==> config.mk <==
export PLATFORM = sky130hd
export DESIGN_NAME = mmp_paging_ctrl
export DESIGN_NICKNAME = d
export VERILOG_FILES = /design/src/common/mmp_pkg.sv /design/src/rtl/mmp_paging_ctrl.sv
export VERILOG_INCLUDE_DIRS = /design/src /design/src/common
export SDC_FILE = /design/constraint.sdc
export NUM_CORES = 1
export LEC_CHECK = 0
export BUFFER_PORTS_ARGS = -buffer_cell sky130_fd_sc_hd__buf_4
export CAP_MARGIN = 30
export CORE_MARGIN = 1
export CORE_UTILIZATION = 46
export CTS_BUF_LIST = sky130_fd_sc_hd__clkbuf_2
export DETAILED_ROUTE_END_ITERATION = 10
export PLACE_DENSITY = 0.82
export SLEW_MARGIN = 20
export SYNTH_ARGS = -nofsm -noshare
export SYNTH_HDL_FRONTEND = slang
export SYNTH_SLANG_ARGS = --single-unit
==> constraint.sdc <==
create_clock -name aclk -period 2 [get_ports aclk]
set_clock_uncertainty 0.15 [all_clocks]
set_input_delay 0.5 -clock aclk [delete_from_list [all_inputs] [get_ports aclk]]
set_output_delay 0.5 -clock aclk [all_outputs]
set_load 0.01 [all_outputs]
==> src/common/mmp_defs.svh <==
// register offsets, field positions, reset values and encodings of the paging control
`ifndef MMP_DEFS_SVH
`define MMP_DEFS_SVH

// ****************************************
// register indices and byte addresses
// ****************************************
`define MMP_AXI_AW        8
`define MMP_MODE_IDX      6'h0B
`define MMP_DIRECT_IDX    6'h11
`define MMP_PAGE_IDX      6'h15
`define MMP_MODE_ADDR     {`MMP_MODE_IDX, 2'b00}
`define MMP_DIRECT_ADDR   {`MMP_DIRECT_IDX, 2'b00}
`define MMP_PAGE_ADDR     {`MMP_PAGE_IDX, 2'b00}

// ****************************************
// fields and reset values
// ****************************************
`define MMP_MODE_BIT      7
`define MMP_MODE_SPECIAL  1'b0
`define MMP_MODE_NORMAL   1'b1
`define MMP_DIRECT_RST    8'h00
`define MMP_PAGE_RST      4'hE
`define MMP_PAGE_LOW      4'hC
`define MMP_PAGE_MID      4'hD
`define MMP_PAGE_TOP      4'hF

// ****************************************
// bus response codes
// ****************************************
`define MMP_RESP_OKAY     2'h0
`define MMP_RESP_SLVERR   2'h2

`endif

==> src/common/mmp_pkg.sv <==
// types shared by the paging control block
package mmp_pkg;

  // ****************************************
  // register selection after address decode
  // ****************************************
  typedef enum logic [1:0] {
    SEL_NONE,
    SEL_MODE,
    SEL_DIRECT,
    SEL_PAGE
  } mmp_sel_t;

  // local address window of a 16 KB quarter
  typedef logic [1:0] mmp_quarter_t;

endpackage

==> src/rtl/mmp_paging_ctrl.sv <==
// memory map paging control: mode select, direct page and flash window page over axi4-lite
`include "mmp_defs.svh"

module mmp_paging_ctrl (
  // clock and reset
  input  wire logic                    aclk,
  input  wire logic                    aresetn,
  // axi4-lite write address
  input  wire logic [`MMP_AXI_AW-1:0]  s_axi_awaddr,
  input  wire logic [2:0]              s_axi_awprot,
  input  wire logic                    s_axi_awvalid,
  output logic                         s_axi_awready,
  // axi4-lite write data
  input  wire logic [31:0]             s_axi_wdata,
  input  wire logic [3:0]              s_axi_wstrb,
  input  wire logic                    s_axi_wvalid,
  output logic                         s_axi_wready,
  // axi4-lite write response
  output logic [1:0]                   s_axi_bresp,
  output logic                         s_axi_bvalid,
  input  wire logic                    s_axi_bready,
  // axi4-lite read address
  input  wire logic [`MMP_AXI_AW-1:0]  s_axi_araddr,
  input  wire logic [2:0]              s_axi_arprot,
  input  wire logic                    s_axi_arvalid,
  output logic                         s_axi_arready,
  // axi4-lite read data
  output logic [31:0]                  s_axi_rdata,
  output logic [1:0]                   s_axi_rresp,
  output logic                         s_axi_rvalid,
  input  wire logic                    s_axi_rready,
  // pins from outside the clock domain
  input  wire logic                    background_serial_pin,
  input  wire logic                    secured_in,
  // dedicated page path from the processor
  input  wire logic                    call_page_we,
  input  wire logic [3:0]              call_page_data,
  // local addresses of cpu and debug masters
  input  wire logic [15:0]             cpu_local_addr,
  input  wire logic                    cpu_direct_access,
  input  wire logic [15:0]             dbg_local_addr,
  input  wire logic                    dbg_direct_access,
  // translated global addresses
  output logic [17:0]                  cpu_global_addr,
  output logic [17:0]                  dbg_global_addr,
  // mode and page state
  output logic                         normal_single_chip,
  output logic                         background_debug,
  output logic [3:0]                   page_window_index
);

  // ****************************************
  // decode helpers
  // ****************************************

  // shared by read and write decode so both agree on the map
  function automatic mmp_pkg::mmp_sel_t decode_sel(input logic [`MMP_AXI_AW-1:0] addr);
    mmp_pkg::mmp_sel_t sel;
    sel = mmp_pkg::SEL_NONE;
    if (addr == `MMP_MODE_ADDR) begin
      sel = mmp_pkg::SEL_MODE;
    end else if (addr == `MMP_DIRECT_ADDR) begin
      sel = mmp_pkg::SEL_DIRECT;
    end else if (addr == `MMP_PAGE_ADDR) begin
      sel = mmp_pkg::SEL_PAGE;
    end
    return sel;
  endfunction

  // local to global: fixed pages around the one paged window
  function automatic logic [17:0] translate(input logic [15:0] loc, input logic [3:0] pg);
    logic [3:0] page;
    page = `MMP_PAGE_TOP;
    unique case (mmp_pkg::mmp_quarter_t'(loc[15:14]))
      2'h0: page = `MMP_PAGE_LOW;
      2'h1: page = `MMP_PAGE_MID;
      2'h2: page = pg;
      2'h3: page = `MMP_PAGE_TOP;
    endcase
    return {page, loc[13:0]};
  endfunction

  // ****************************************
  // pin synchronisers
  // ****************************************
  logic pin_s1_reg;
  logic pin_s2_reg;
  logic sec_s1_reg;
  logic sec_s2_reg;

  // free running so the pin is tracked through reset
  always_ff @(posedge aclk) begin
    pin_s1_reg <= background_serial_pin;
    pin_s2_reg <= pin_s1_reg;
    sec_s1_reg <= secured_in;
    sec_s2_reg <= sec_s1_reg;
  end

  // ****************************************
  // bus channel state
  // ****************************************
  logic                   aw_held_reg;
  logic                   w_held_reg;
  logic [`MMP_AXI_AW-1:0] awaddr_reg;
  logic [7:0]             wdata_reg;
  logic                   wlane_reg;
  logic                   awready_reg;
  logic                   wready_reg;
  logic                   bvalid_reg;
  logic [1:0]             bresp_reg;
  logic                   arready_reg;
  logic                   rvalid_reg;
  logic [31:0]            rdata_reg;
  logic [1:0]             rresp_reg;

  // ****************************************
  // control registers
  // ****************************************
  logic       mode_reg;
  logic       debug_reg;
  logic       lock_reg;
  logic       dir_once_reg;
  logic [7:0] direct_reg;
  logic [3:0] page_reg;

  // ****************************************
  // write path decode
  // ****************************************
  wire aw_take = s_axi_awvalid & awready_reg;
  wire w_take  = s_axi_wvalid & wready_reg;
  wire wr_fire = aw_held_reg & w_held_reg & ~bvalid_reg;
  wire mmp_pkg::mmp_sel_t wr_sel = decode_sel(awaddr_reg);
  wire is_special = (mode_reg == `MMP_MODE_SPECIAL);
  wire wr_bit     = wdata_reg[`MMP_MODE_BIT];

  // mode write gating
  wire mode_hit   = wr_fire & wlane_reg & (wr_sel == mmp_pkg::SEL_MODE);
  wire mode_wr    = mode_hit & ~sec_s2_reg;
  wire mode_legal = (wr_bit == mode_reg) | is_special;
  wire mode_open  = ~lock_reg | is_special;
  wire mode_apply = mode_wr & mode_legal & mode_open;
  wire lock_set   = mode_wr & ~mode_legal;

  // direct page write-once in normal mode
  wire dir_hit   = wr_fire & wlane_reg & (wr_sel == mmp_pkg::SEL_DIRECT);
  wire dir_apply = dir_hit & (is_special | ~dir_once_reg);

  // page write, dedicated path wins over the bus
  wire page_hit = wr_fire & wlane_reg & (wr_sel == mmp_pkg::SEL_PAGE);
  wire [3:0] page_next = call_page_we ? call_page_data :
                         page_hit ? wdata_reg[3:0] : page_reg;

  // ****************************************
  // read path decode
  // ****************************************
  wire ar_take = s_axi_arvalid & arready_reg;
  wire mmp_pkg::mmp_sel_t rd_sel = decode_sel(s_axi_araddr);
  wire [7:0] rd_byte = (rd_sel == mmp_pkg::SEL_MODE)   ? {mode_reg, 7'h00} :
                       (rd_sel == mmp_pkg::SEL_DIRECT) ? direct_reg :
                       (rd_sel == mmp_pkg::SEL_PAGE)   ? {4'h0, page_reg} : 8'h00;
  wire [1:0] rd_resp = (rd_sel == mmp_pkg::SEL_NONE) ? `MMP_RESP_SLVERR : `MMP_RESP_OKAY;
  wire [1:0] wr_resp = (wr_sel == mmp_pkg::SEL_NONE) ? `MMP_RESP_SLVERR : `MMP_RESP_OKAY;

  // ****************************************
  // write channels: address and data in either order
  // ****************************************
  always_ff @(posedge aclk) begin
    if (!aresetn) begin
      aw_held_reg <= 1'b0;
      w_held_reg  <= 1'b0;
      awaddr_reg  <= '0;
      wdata_reg   <= 8'h00;
      wlane_reg   <= 1'b0;
    end else begin
      if (aw_take) begin
        aw_held_reg <= 1'b1;
        awaddr_reg  <= s_axi_awaddr;
      end else if (wr_fire) begin
        aw_held_reg <= 1'b0;
      end
      if (w_take) begin
        w_held_reg <= 1'b1;
        wdata_reg  <= s_axi_wdata[7:0];
        wlane_reg  <= s_axi_wstrb[0];
      end else if (wr_fire) begin
        w_held_reg <= 1'b0;
      end
    end
  end

  // ready drops once a beat is held, one write in flight
  always_ff @(posedge aclk) begin
    if (!aresetn) begin
      awready_reg <= 1'b0;
      wready_reg  <= 1'b0;
    end else begin
      awready_reg <= ~aw_held_reg & ~aw_take & ~bvalid_reg & ~wr_fire;
      wready_reg  <= ~w_held_reg & ~w_take & ~bvalid_reg & ~wr_fire;
    end
  end

  // write response
  always_ff @(posedge aclk) begin
    if (!aresetn) begin
      bvalid_reg <= 1'b0;
      bresp_reg  <= `MMP_RESP_OKAY;
    end else if (wr_fire) begin
      bvalid_reg <= 1'b1;
      bresp_reg  <= wr_resp;
    end else if (s_axi_bready) begin
      bvalid_reg <= 1'b0;
    end
  end

  // ****************************************
  // read channel
  // ****************************************
  always_ff @(posedge aclk) begin
    if (!aresetn) begin
      arready_reg <= 1'b0;
      rvalid_reg  <= 1'b0;
      rdata_reg   <= 32'h0000_0000;
      rresp_reg   <= `MMP_RESP_OKAY;
    end else begin
      arready_reg <= ~rvalid_reg & ~ar_take;
      if (ar_take) begin
        rvalid_reg <= 1'b1;
        rdata_reg  <= {24'h00_0000, rd_byte};
        rresp_reg  <= rd_resp;
      end else if (s_axi_rready) begin
        rvalid_reg <= 1'b0;
      end
    end
  end

  // ****************************************
  // mode select and lock
  // ****************************************

  // the pin is reloaded every reset cycle, so release keeps the last sample
  always_ff @(posedge aclk) begin
    if (!aresetn) begin
      mode_reg <= pin_s2_reg;
      debug_reg <= ~pin_s2_reg;
      lock_reg <= 1'b0;
    end else begin
      if (mode_apply) begin
        mode_reg <= wr_bit;
        debug_reg <= ~wr_bit;
      end
      if (lock_set) begin
        lock_reg <= 1'b1;
      end
    end
  end

  // ****************************************
  // direct page and program page
  // ****************************************
  always_ff @(posedge aclk) begin
    if (!aresetn) begin
      direct_reg   <= `MMP_DIRECT_RST;
      dir_once_reg <= 1'b0;
      page_reg     <= `MMP_PAGE_RST;
    end else begin
      if (dir_apply) begin
        direct_reg <= wdata_reg;
      end
      if (dir_hit & ~is_special) begin
        dir_once_reg <= 1'b1;
      end
      page_reg <= page_next;
    end
  end

  // ****************************************
  // address translation for both masters
  // ****************************************
  wire [1:0][15:0] loc_addr = {dbg_local_addr, cpu_local_addr};
  wire [1:0]       loc_dir  = {dbg_direct_access, cpu_direct_access};
  logic [1:0][17:0] glob_reg;

  // one registered translator per master; cost is one cycle of latency
  generate
    for (genvar m = 0; m < 2; m++) begin : g_map
      wire [15:0] eff = loc_dir[m] ? {direct_reg, loc_addr[m][7:0]} : loc_addr[m];
      always_ff @(posedge aclk) begin
        if (!aresetn) begin
          glob_reg[m] <= 18'h0_0000;
        end else begin
          glob_reg[m] <= translate(eff, page_reg);
        end
      end
    end
  endgenerate

  // ****************************************
  // outputs, all straight from flops
  // ****************************************
  assign s_axi_awready      = awready_reg;
  assign s_axi_wready       = wready_reg;
  assign s_axi_bvalid       = bvalid_reg;
  assign s_axi_bresp        = bresp_reg;
  assign s_axi_arready      = arready_reg;
  assign s_axi_rvalid       = rvalid_reg;
  assign s_axi_rdata        = rdata_reg;
  assign s_axi_rresp        = rresp_reg;
  assign cpu_global_addr    = glob_reg[0];
  assign dbg_global_addr    = glob_reg[1];
  assign normal_single_chip = mode_reg;
  assign background_debug   = debug_reg;
  assign page_window_index  = page_reg;
endmodule // mmp_paging_ctrl

Word level (Yosys, flattened, before mapping)
Cells that the tools add are included.
W data, S select, Z words.
{"block": "word_totals", "mem_count": 0, "reg_bits": 92, "latchBits": 0, "output_inout_bits": 83, "rom_bits": 0, "ramBits": 0}
{"block": "op_classes", "n_eq_ne": 20, "div": 0, "shifts": 0, "reduce_logical": 9, "n_addsub": 0, "bitwise": 40, "mux": 28, "mul": 0, "magnitude_cmp": 0}
{"operator": "$eq A8 B7 Y1 const B", "n": 4}
{"operator": "$mux W16", "n": 2}
{"operator": "$pmux W4 S4", "n": 2}
{"operator": "$and A1 B1 Y1", "n": 22}
{"operator": "$eq A2 B2 Y1 const B", "n": 8}
{"operator": "$eq A8 B6 Y1 const B", "n": 2}
{"operator": "$mux W2", "n": 8}
{"operator": "$mux W8", "n": 2}
{"operator": "$not A1 Y1", "n": 15}
{"operator": "$mux W4", "n": 3}
{"operator": "$mux W1", "n": 11}
{"operator": "$reduce_bool A2 Y1", "n": 5}
{"operator": "$eq A2 B1 Y1 const B", "n": 4}
{"operator": "$logic_not A2 Y1", "n": 4}
{"operator": "$or A1 B1 Y1", "n": 3}
{"operator": "$ne A2 B1 Y1 const B", "n": 1}
{"operator": "$eq A1 B1 Y1", "n": 1}

Longest topological paths before layout
Gate-level depths: netlist (run 1).
{"block": "logic_depth", "ltp_word": 11, "mapped_depth": 4}

Least setup slack after synthesis (run 1)
No wires, ideal clock.
{"block": "synth_path", "path_kind": "input-to-reg", "from": "input aresetn", "to": "register debug_reg, in the netlist background_debug, enable pin", "setup_ps": 264, "path_buffers": 3, "arrival_time_ps": 1262, "cell_stages": 4, "slack_ps": 323, "cell_sequence": "buf_2 clkbuf_1 clkbuf_1 nand2_1"}
{"block": "synth_via", "elab_chain_cells": 1}
{"element": "start, declared", "line_no": "mmp_paging_ctrl.sv:7", "rtl": "input wire logic aresetn,"}
{"element": "$ne A2 B1 Y1 (no line)"}
{"element": "end signal, assigned", "line_no": "mmp_paging_ctrl.sv:244", "rtl": "debug_reg <= ~pin_s2_reg;"}
{"element": "end signal, assigned", "line_no": "mmp_paging_ctrl.sv:249", "rtl": "debug_reg <= ~wr_bit;"}
{"element": "end, declared", "line_no": "mmp_paging_ctrl.sv:120", "rtl": "logic debug_reg;"}
Every way passes these cells.
A chain may end at the register's enable or synchronous reset.

Worst setup path in the final report (run 1)
{"block": "layout_path", "from": "register mode_reg, in the netlist normal_single_chip", "to": "output normal_single_chip"}
{"element": "start, declared", "line_no": "mmp_paging_ctrl.sv:119", "rtl": "logic mode_reg;"}
{"element": "start signal, assigned", "line_no": "mmp_paging_ctrl.sv:243", "rtl": "mode_reg <= pin_s2_reg;"}
{"element": "start signal, assigned", "line_no": "mmp_paging_ctrl.sv:248", "rtl": "mode_reg <= wr_bit;"}
{"element": "end, declared", "line_no": "mmp_paging_ctrl.sv:47", "rtl": "output logic normal_single_chip,"}
No word-level cell between the ends.

==> reports/qor.yml, run 1 <==
worstPathCellList: "buf_6 -> buf_6"
drive_gt1_frac: 0.3149
core_mm2: 0.007292
cap_violations: 0
async_flop_share: 0
setup_viol: 0
min_period_ps: 1914
reg2reg_to: "page_window_index[3]"
grtUsageTotal: 0.1987
report.final.slew_viol_count: 0
placed_cell_area_mm2: 0.004461
hold_start: "s_axi_awaddr[2]"
grt-ovfl-total: 0
yosysWarnings: 0
cp_slowest_cell: "edfxtp_1"
die_h_um: 89.12
fin_nets: 606
drt-initial-drc-count: 134
synth-edff-count: 2
diodes: 0
max_stage_delay_ps: 490
crit_family: "flip-flops"
cp_num_buf_inv: 2
start_util: 0.4787
fin_setup_tns_ps: 0
io_pins: 189
dieArea_mm2: 0.007941
remaining_drc_errors: 0
cts-root-buf: "clkbuf_2"
dpl.cell_count: 565
power_density_mw_per_mm2: 672.2
clk_latency_ps: 520
routed-via-count: 2851
power.leakage_nw: 2.204
min_period_over_period: 0.9572
finalHoldViolCount: 0
layout_commonest_cell: "buf_4"
final_antenna_net_count: 0
worstHoldPathType: "primary input to register"
top_layer: "met4"
grt_pass1_wl_um: 11820
final_area_mm2: 0.004793
hold_path_depth: 3
h-tree-depth: 3
first_pass_iters: 4
syn-cell-area_mm2: 0.003491
seq_area_frac_synth: 0.5219
reg2reg_from: "awaddr_reg[0]"
syn_inst: 349
yosys.area.top_type: "dfxtp_1"
crit_path_start_kind: "register"
wire_per_inst_um: 13.38
route.met2.wl_um: 3953
m1WireLength_um: 3331
finalWirelength_um: 8084
ys_top_cells_by_area: "dfxtp_1 50%, mux2i_1 7.7%, buf_4 5.6%, nand2_1 5.3%, nor2b_1 5.2%"
cp.arrival_ps: 1260
cpMostUsedCell: "buf_6"
crit_fanout: 3
synth_cell_types: 39
antenna_found_initial: 0
hold_end: "awaddr_reg[2]"
path_clk_slew_ps: 270
cts.path.max_buffers: 2
synth_seq_cells: 90
syn_area_per_cell_um2: 10.00
area_growth_pct: 37.31
grt_max_degree: 44
timing_worst_setup_path_type: "register to output port"
p_total_mw: 3.222
netlist.area_leader.share: 0.5047
cts.sink_count: 90
cts-buffers-inserted: 9
row_count: 31
worstPathRequired_ps: 1350
ys.flop_type: "dfxtp_1"
peakVddDrop_mv: 0.3241
dieWidth_um: 89.12
io_buffers: 129
viasPerCell: 4.720
final_cell_mix: "132 x buf_4, 88 x dfxtp_1, 49 x nand2_1, 29 x nor2b_1, 27 x mux2i_1"
gp_congestion: 0.8240
cts_tree: "done"
hpwl_um: 5815
ff2ff_path_depth: 4
crit_path_end_kind: "output port"
max_freq_ghz: 0.5224
status: "completed"
met3WireLength_um: 693
rsz0062_at_grt: "yes"
stdcell_count: 604
grt_pass1_vias: 2603
regToRegSetupSlack_ps: 240
-- layer usage --
metal	global-route usage	vias up
li1	-	1422
met1	0.2239	1299
met2	0.3498	119
met3	0.05355	11
met4	0.09235	0
met5	0	-
-- layout make-up --
| type | instances | area, um2 |
|---|---|---|
| clock inverter | 7 | 57.56 |
| multi-input combinational | 237 | 1485 |
| clock buffer | 9 | 45.04 |
| inverter | 7 | 26.28 |
| timing repair buffer | 155 | 1234 |
| sequential | 90 | 1822 |
| tap | 99 | 123.9 |
| fill | 623 | 2499 |
-- per-stage QoR --
stage / utilization / hold slack, ps / setup WS, ps
global route: 0.6573 / 2.268 / -6.951
CTS: 0.6479 / 0.2858 / 2.677
detailed placement: 0.6117 / 163.5 / 208.2
global placement: 0.6117 / 165.9 / 229.3
floorplan: - / 159.6 / 323.5
finish: 0.6573 / 38.83 / 85.69
-- worst reg2reg max path, stage by stage, from the launching register on --
cell	delay, ps
dfxtp_1	400
nor4b_4	390
nand4_1	290
a221oi_1	380
o21ai_1	90
-- kinds of logic (layout without fill, tap and decap cells) --
logic type,after synthesis,after routing,synth area share
AND/OR/NAND/NOR,126,126,0.2014
multiplexers,30,30,0.08710
other,1,26,0.001074
flip-flops,90,90,0.5219
buffers and inverters,47,178,0.07957
AO/OA/AOI/OAI,55,55,0.1090
-- timing repair --
item,CTS,global route
hold buffers,15,5
endpoints found under the setup margin,1,1
resized for setup,1,1
endpoints found under the hold margin,15,5
setup buffers,1,2
-- cells in the mapped netlist, types with 4 or more instances --
| cell | number |
|---|---|
| a21boi_0 | 22 |
| a21oi_1 | 4 |
| and2_1 | 19 |
| and3_1 | 4 |
| buf_4 | 26 |
| clkbuf_1 | 11 |
| dfxtp_1 | 88 |
| inv_1 | 7 |
| mux2i_1 | 27 |
| nand2_1 | 49 |
| nand2b_1 | 4 |
| nor2b_1 | 29 |
| nor3_1 | 4 |
| o21a_1 | 6 |
| o21ai_0 | 10 |
-- report_power, final --
part / switching, mW / internal [mW] / total, mW
Clock: 0.653 / 0.184 / 0.837
Combinational: 0.197 / 0.262 / 0.459
Sequential: 0.0429 / 1.88 / 1.93
-- worst max path at each step --
stage	cells past startpoint	slack [ps]	end	from
after detailed placement	5	210	s_axi_rdata[5]	s_axi_araddr[1]
final	2	90	normal_single_chip	normal_single_chip
after global placement	5	230	s_axi_rdata[5]	s_axi_araddr[1]
after global routing	2	-7	normal_single_chip	normal_single_chip
after floorplan	4	320	background_debug	aresetn
after CTS	2	3	normal_single_chip	normal_single_chip
Note: power is estimated with default switching activity, not from simulation.
==> run 2: changes to the inputs <==
- ABC_AREA: not set -> 1
==> run 2 against run 1 <==
  * Critical path depth shrank 1
  * Flip-flop and latch count did not move
  * Count of clock-buffer cells in the layout increased by 2
  * Clock power fell by 11%
  * Design area fell by 0.60%
  * Core utilization is 1.1 points lower
  * Non-clock buffer count decreased by 4
  * Sequential share of layout area up 0.23 points
  * Via count increased by 15%
==> reports/qor.yml, run 2 <==
status: "completed"
regToRegSetupSlack_ps: 520
cp_slowest_cell: "edfxtp_1"
hpwl_um: 6425
cts.sink_count: 90
syn-cell-area_mm2: 0.003551
fin_nets: 705
synth-edff-count: 2
layout_commonest_cell: "buf_4"
post_cts_buffers: 0
peakVddDrop_mv: 0.3562
route.met2.wl_um: 4176
report.final.slew_viol_count: 0
netlist_top_cells_count: "89 x nand2_1, 88 x dfxtp_1, 55 x inv_1"
power.leakage_nw: 2.390
path_clk_slew_ps: 200
hold_slack_ps: 47.64
max_stage_delay_ps: 560
grt-ovfl-total: 0
grt_pass1_vias: 3059
final_cell_mix: "134 x buf_4, 89 x nand2_1, 88 x dfxtp_1, 55 x inv_1, 46 x nor2_1"
timing_worst_setup_path_type: "register to output port"
io_pins: 189
min_period_over_period: 0.9468
ff2ff_path_depth: 7
grtUsageTotal: 0.2173
top_layer: "met4"
cts_resized: 0
crit_family: "flip-flops"
yosysWarnings: 0
synth_compound_area_frac: 0.1191
cp.arrival_ps: 1240
antenna_found_initial: 0
reg2reg_to: "page_window_index[1]"
grt_pass1_wl_um: 14100
netlist.area_leader.share: 0.4961
setup_viol: 0
remaining_drc_errors: 0
h-tree-depth: 3
met3WireLength_um: 633
synth-simple-area-share: 0.2319
final_antenna_net_count: 0
syn_inst: 452
synthAdderAreaFrac: 0
m1WireLength_um: 3729
worstPathCellList: "buf_4"
cts_hold_buf: 16
synth_xor_area_frac: 0
min_period_ps: 1894
cp_num_buf_inv: 1
rsz0062_at_grt: "no"
diodes: 0
area_growth_pct: 34.18
io_buffers: 129
worstHoldPathType: "primary input to register"
cts.path.max_buffers: 2
crit_path_end_kind: "output port"
die_h_um: 89.86
worstPathRequired_ps: 1350
synth_seq_cells: 90
synth.mux.area_fraction: 0
stdcell_count: 703
drive_gt1_frac: 0.2649
crit_fanout: 6
cap_violations: 0
endpoint: "normal_single_chip"
reg2reg_from: "s_axi_bvalid"
cts-buffers-inserted: 9
viasPerCell: 4.653
async_flop_share: 0
yosysMostFrequentCell: "nand2_1"
routed-via-count: 3271
row_count: 31
ys_top_cells_by_area: "dfxtp_1 50%, nand2_1 9.4%, o21ai_0 6.2%, inv_1 5.8%, buf_4 5.7%"
cts_tree: "done"
clk_latency_ps: 500
gp_congestion: 0.8503
syn_area_per_cell_um2: 7.856
dieArea_mm2: 0.008075
fin_setup_tns_ps: 0
synth_cell_types: 28
drt-initial-drc-count: 120
path_depth: 1
wire_per_inst_um: 12.34
seq_area_frac_synth: 0.5130
ys.flop_type: "dfxtp_1"
synth_top_family_by_area: "simple AND/OR/NAND/NOR gates"
p_total_mw: 3.211
start_util: 0.4818
core_mm2: 0.007370
max_freq_ghz: 0.5281
crit_path_start_kind: "register"
dieWidth_um: 89.86
power_density_mw_per_mm2: 674.0
cts-root-buf: "clkbuf_2"
crit_start: "normal_single_chip"
tightest_slew_ps: 537.3
hold_path_depth: 3
dpl.cell_count: 670
yosys.area.top_type: "dfxtp_1"
first_pass_iters: 5
grt_max_degree: 25
fin_util: 0.6465
max_slew_margin: 0.6405
finalHoldViolCount: 0
finalWirelength_um: 8676
-- run 2: changes by cell type in the layout (fill, tap and decap cells not counted), sizes merged, moves of 25 or more --
cell   previous run  this run
inv              11        58
nor2              3        49
nand2            49        90
o21ai            13        44
a21oi             4        34
nor2b            29         0
mux2i            27         0
nand3             2        27
-- run 2: how the worst min path moves through the flow --
| stage | endpoint | from | slack, ps |
|---|---|---|---|
| after detailed placement | pin_s2_reg | pin_s1_reg | 170 |
| after CTS | cpu_global_addr[0] | cpu_local_addr[0] | 2 |
| after global routing | s_axi_awready | s_axi_awvalid | 20 |
| after floorplan | pin_s2_reg | pin_s1_reg | 160 |
| after global placement | pin_s2_reg | pin_s1_reg | 160 |
| final | dbg_global_addr[4] | dbg_local_addr[4] | 50 |
-- run 2: per-layer routing --
layer,up-vias,track usage
li1,1684,-
met1,1434,0.2640
met2,140,0.3692
met3,13,0.05076
met4,0,0.09140
met5,-,0
-- run 2: power by group --
group / total (mW) / switching, mW / internal (mW)
clock network: 0.749 / 0.580 / 0.168
registers: 1.95 / 0.0559 / 1.90
logic: 0.509 / 0.258 / 0.251
total: 3.21 / 0.894 / 2.32
-- run 2: final cells by class --
type | count | area, um2
Timing Repair Buffer | 151 | 1176
Inverter | 57 | 214.0
Sequential cell | 90 | 1822
Clock buffer | 11 | 55.05
Clock inverter | 5 | 30.03
Fill cell | 644 | 2605
Tap cell | 99 | 123.9
Multi-Input combinational cell | 290 | 1344
-- run 2: cell families (layout without fill, tap and decap cells) --
group,after synthesis,after routing
and+or+nand+nor,182,182
buffers and inverters,97,224
DFF,90,90
AOI/OAI and AO/OA,82,82
other,1,26
-- run 2: through the flow --
stage / worst slack [ps] / area [um2]
5_1_grt: 24.82 / 4765
6_report: 106.3 / 4765
3_5_place_dp: 323.8 / 4509
2_1_floorplan: 584.8 / 3645
4_1_cts: 52.00 / 4755
3_3_place_gp: 374.7 / 4509
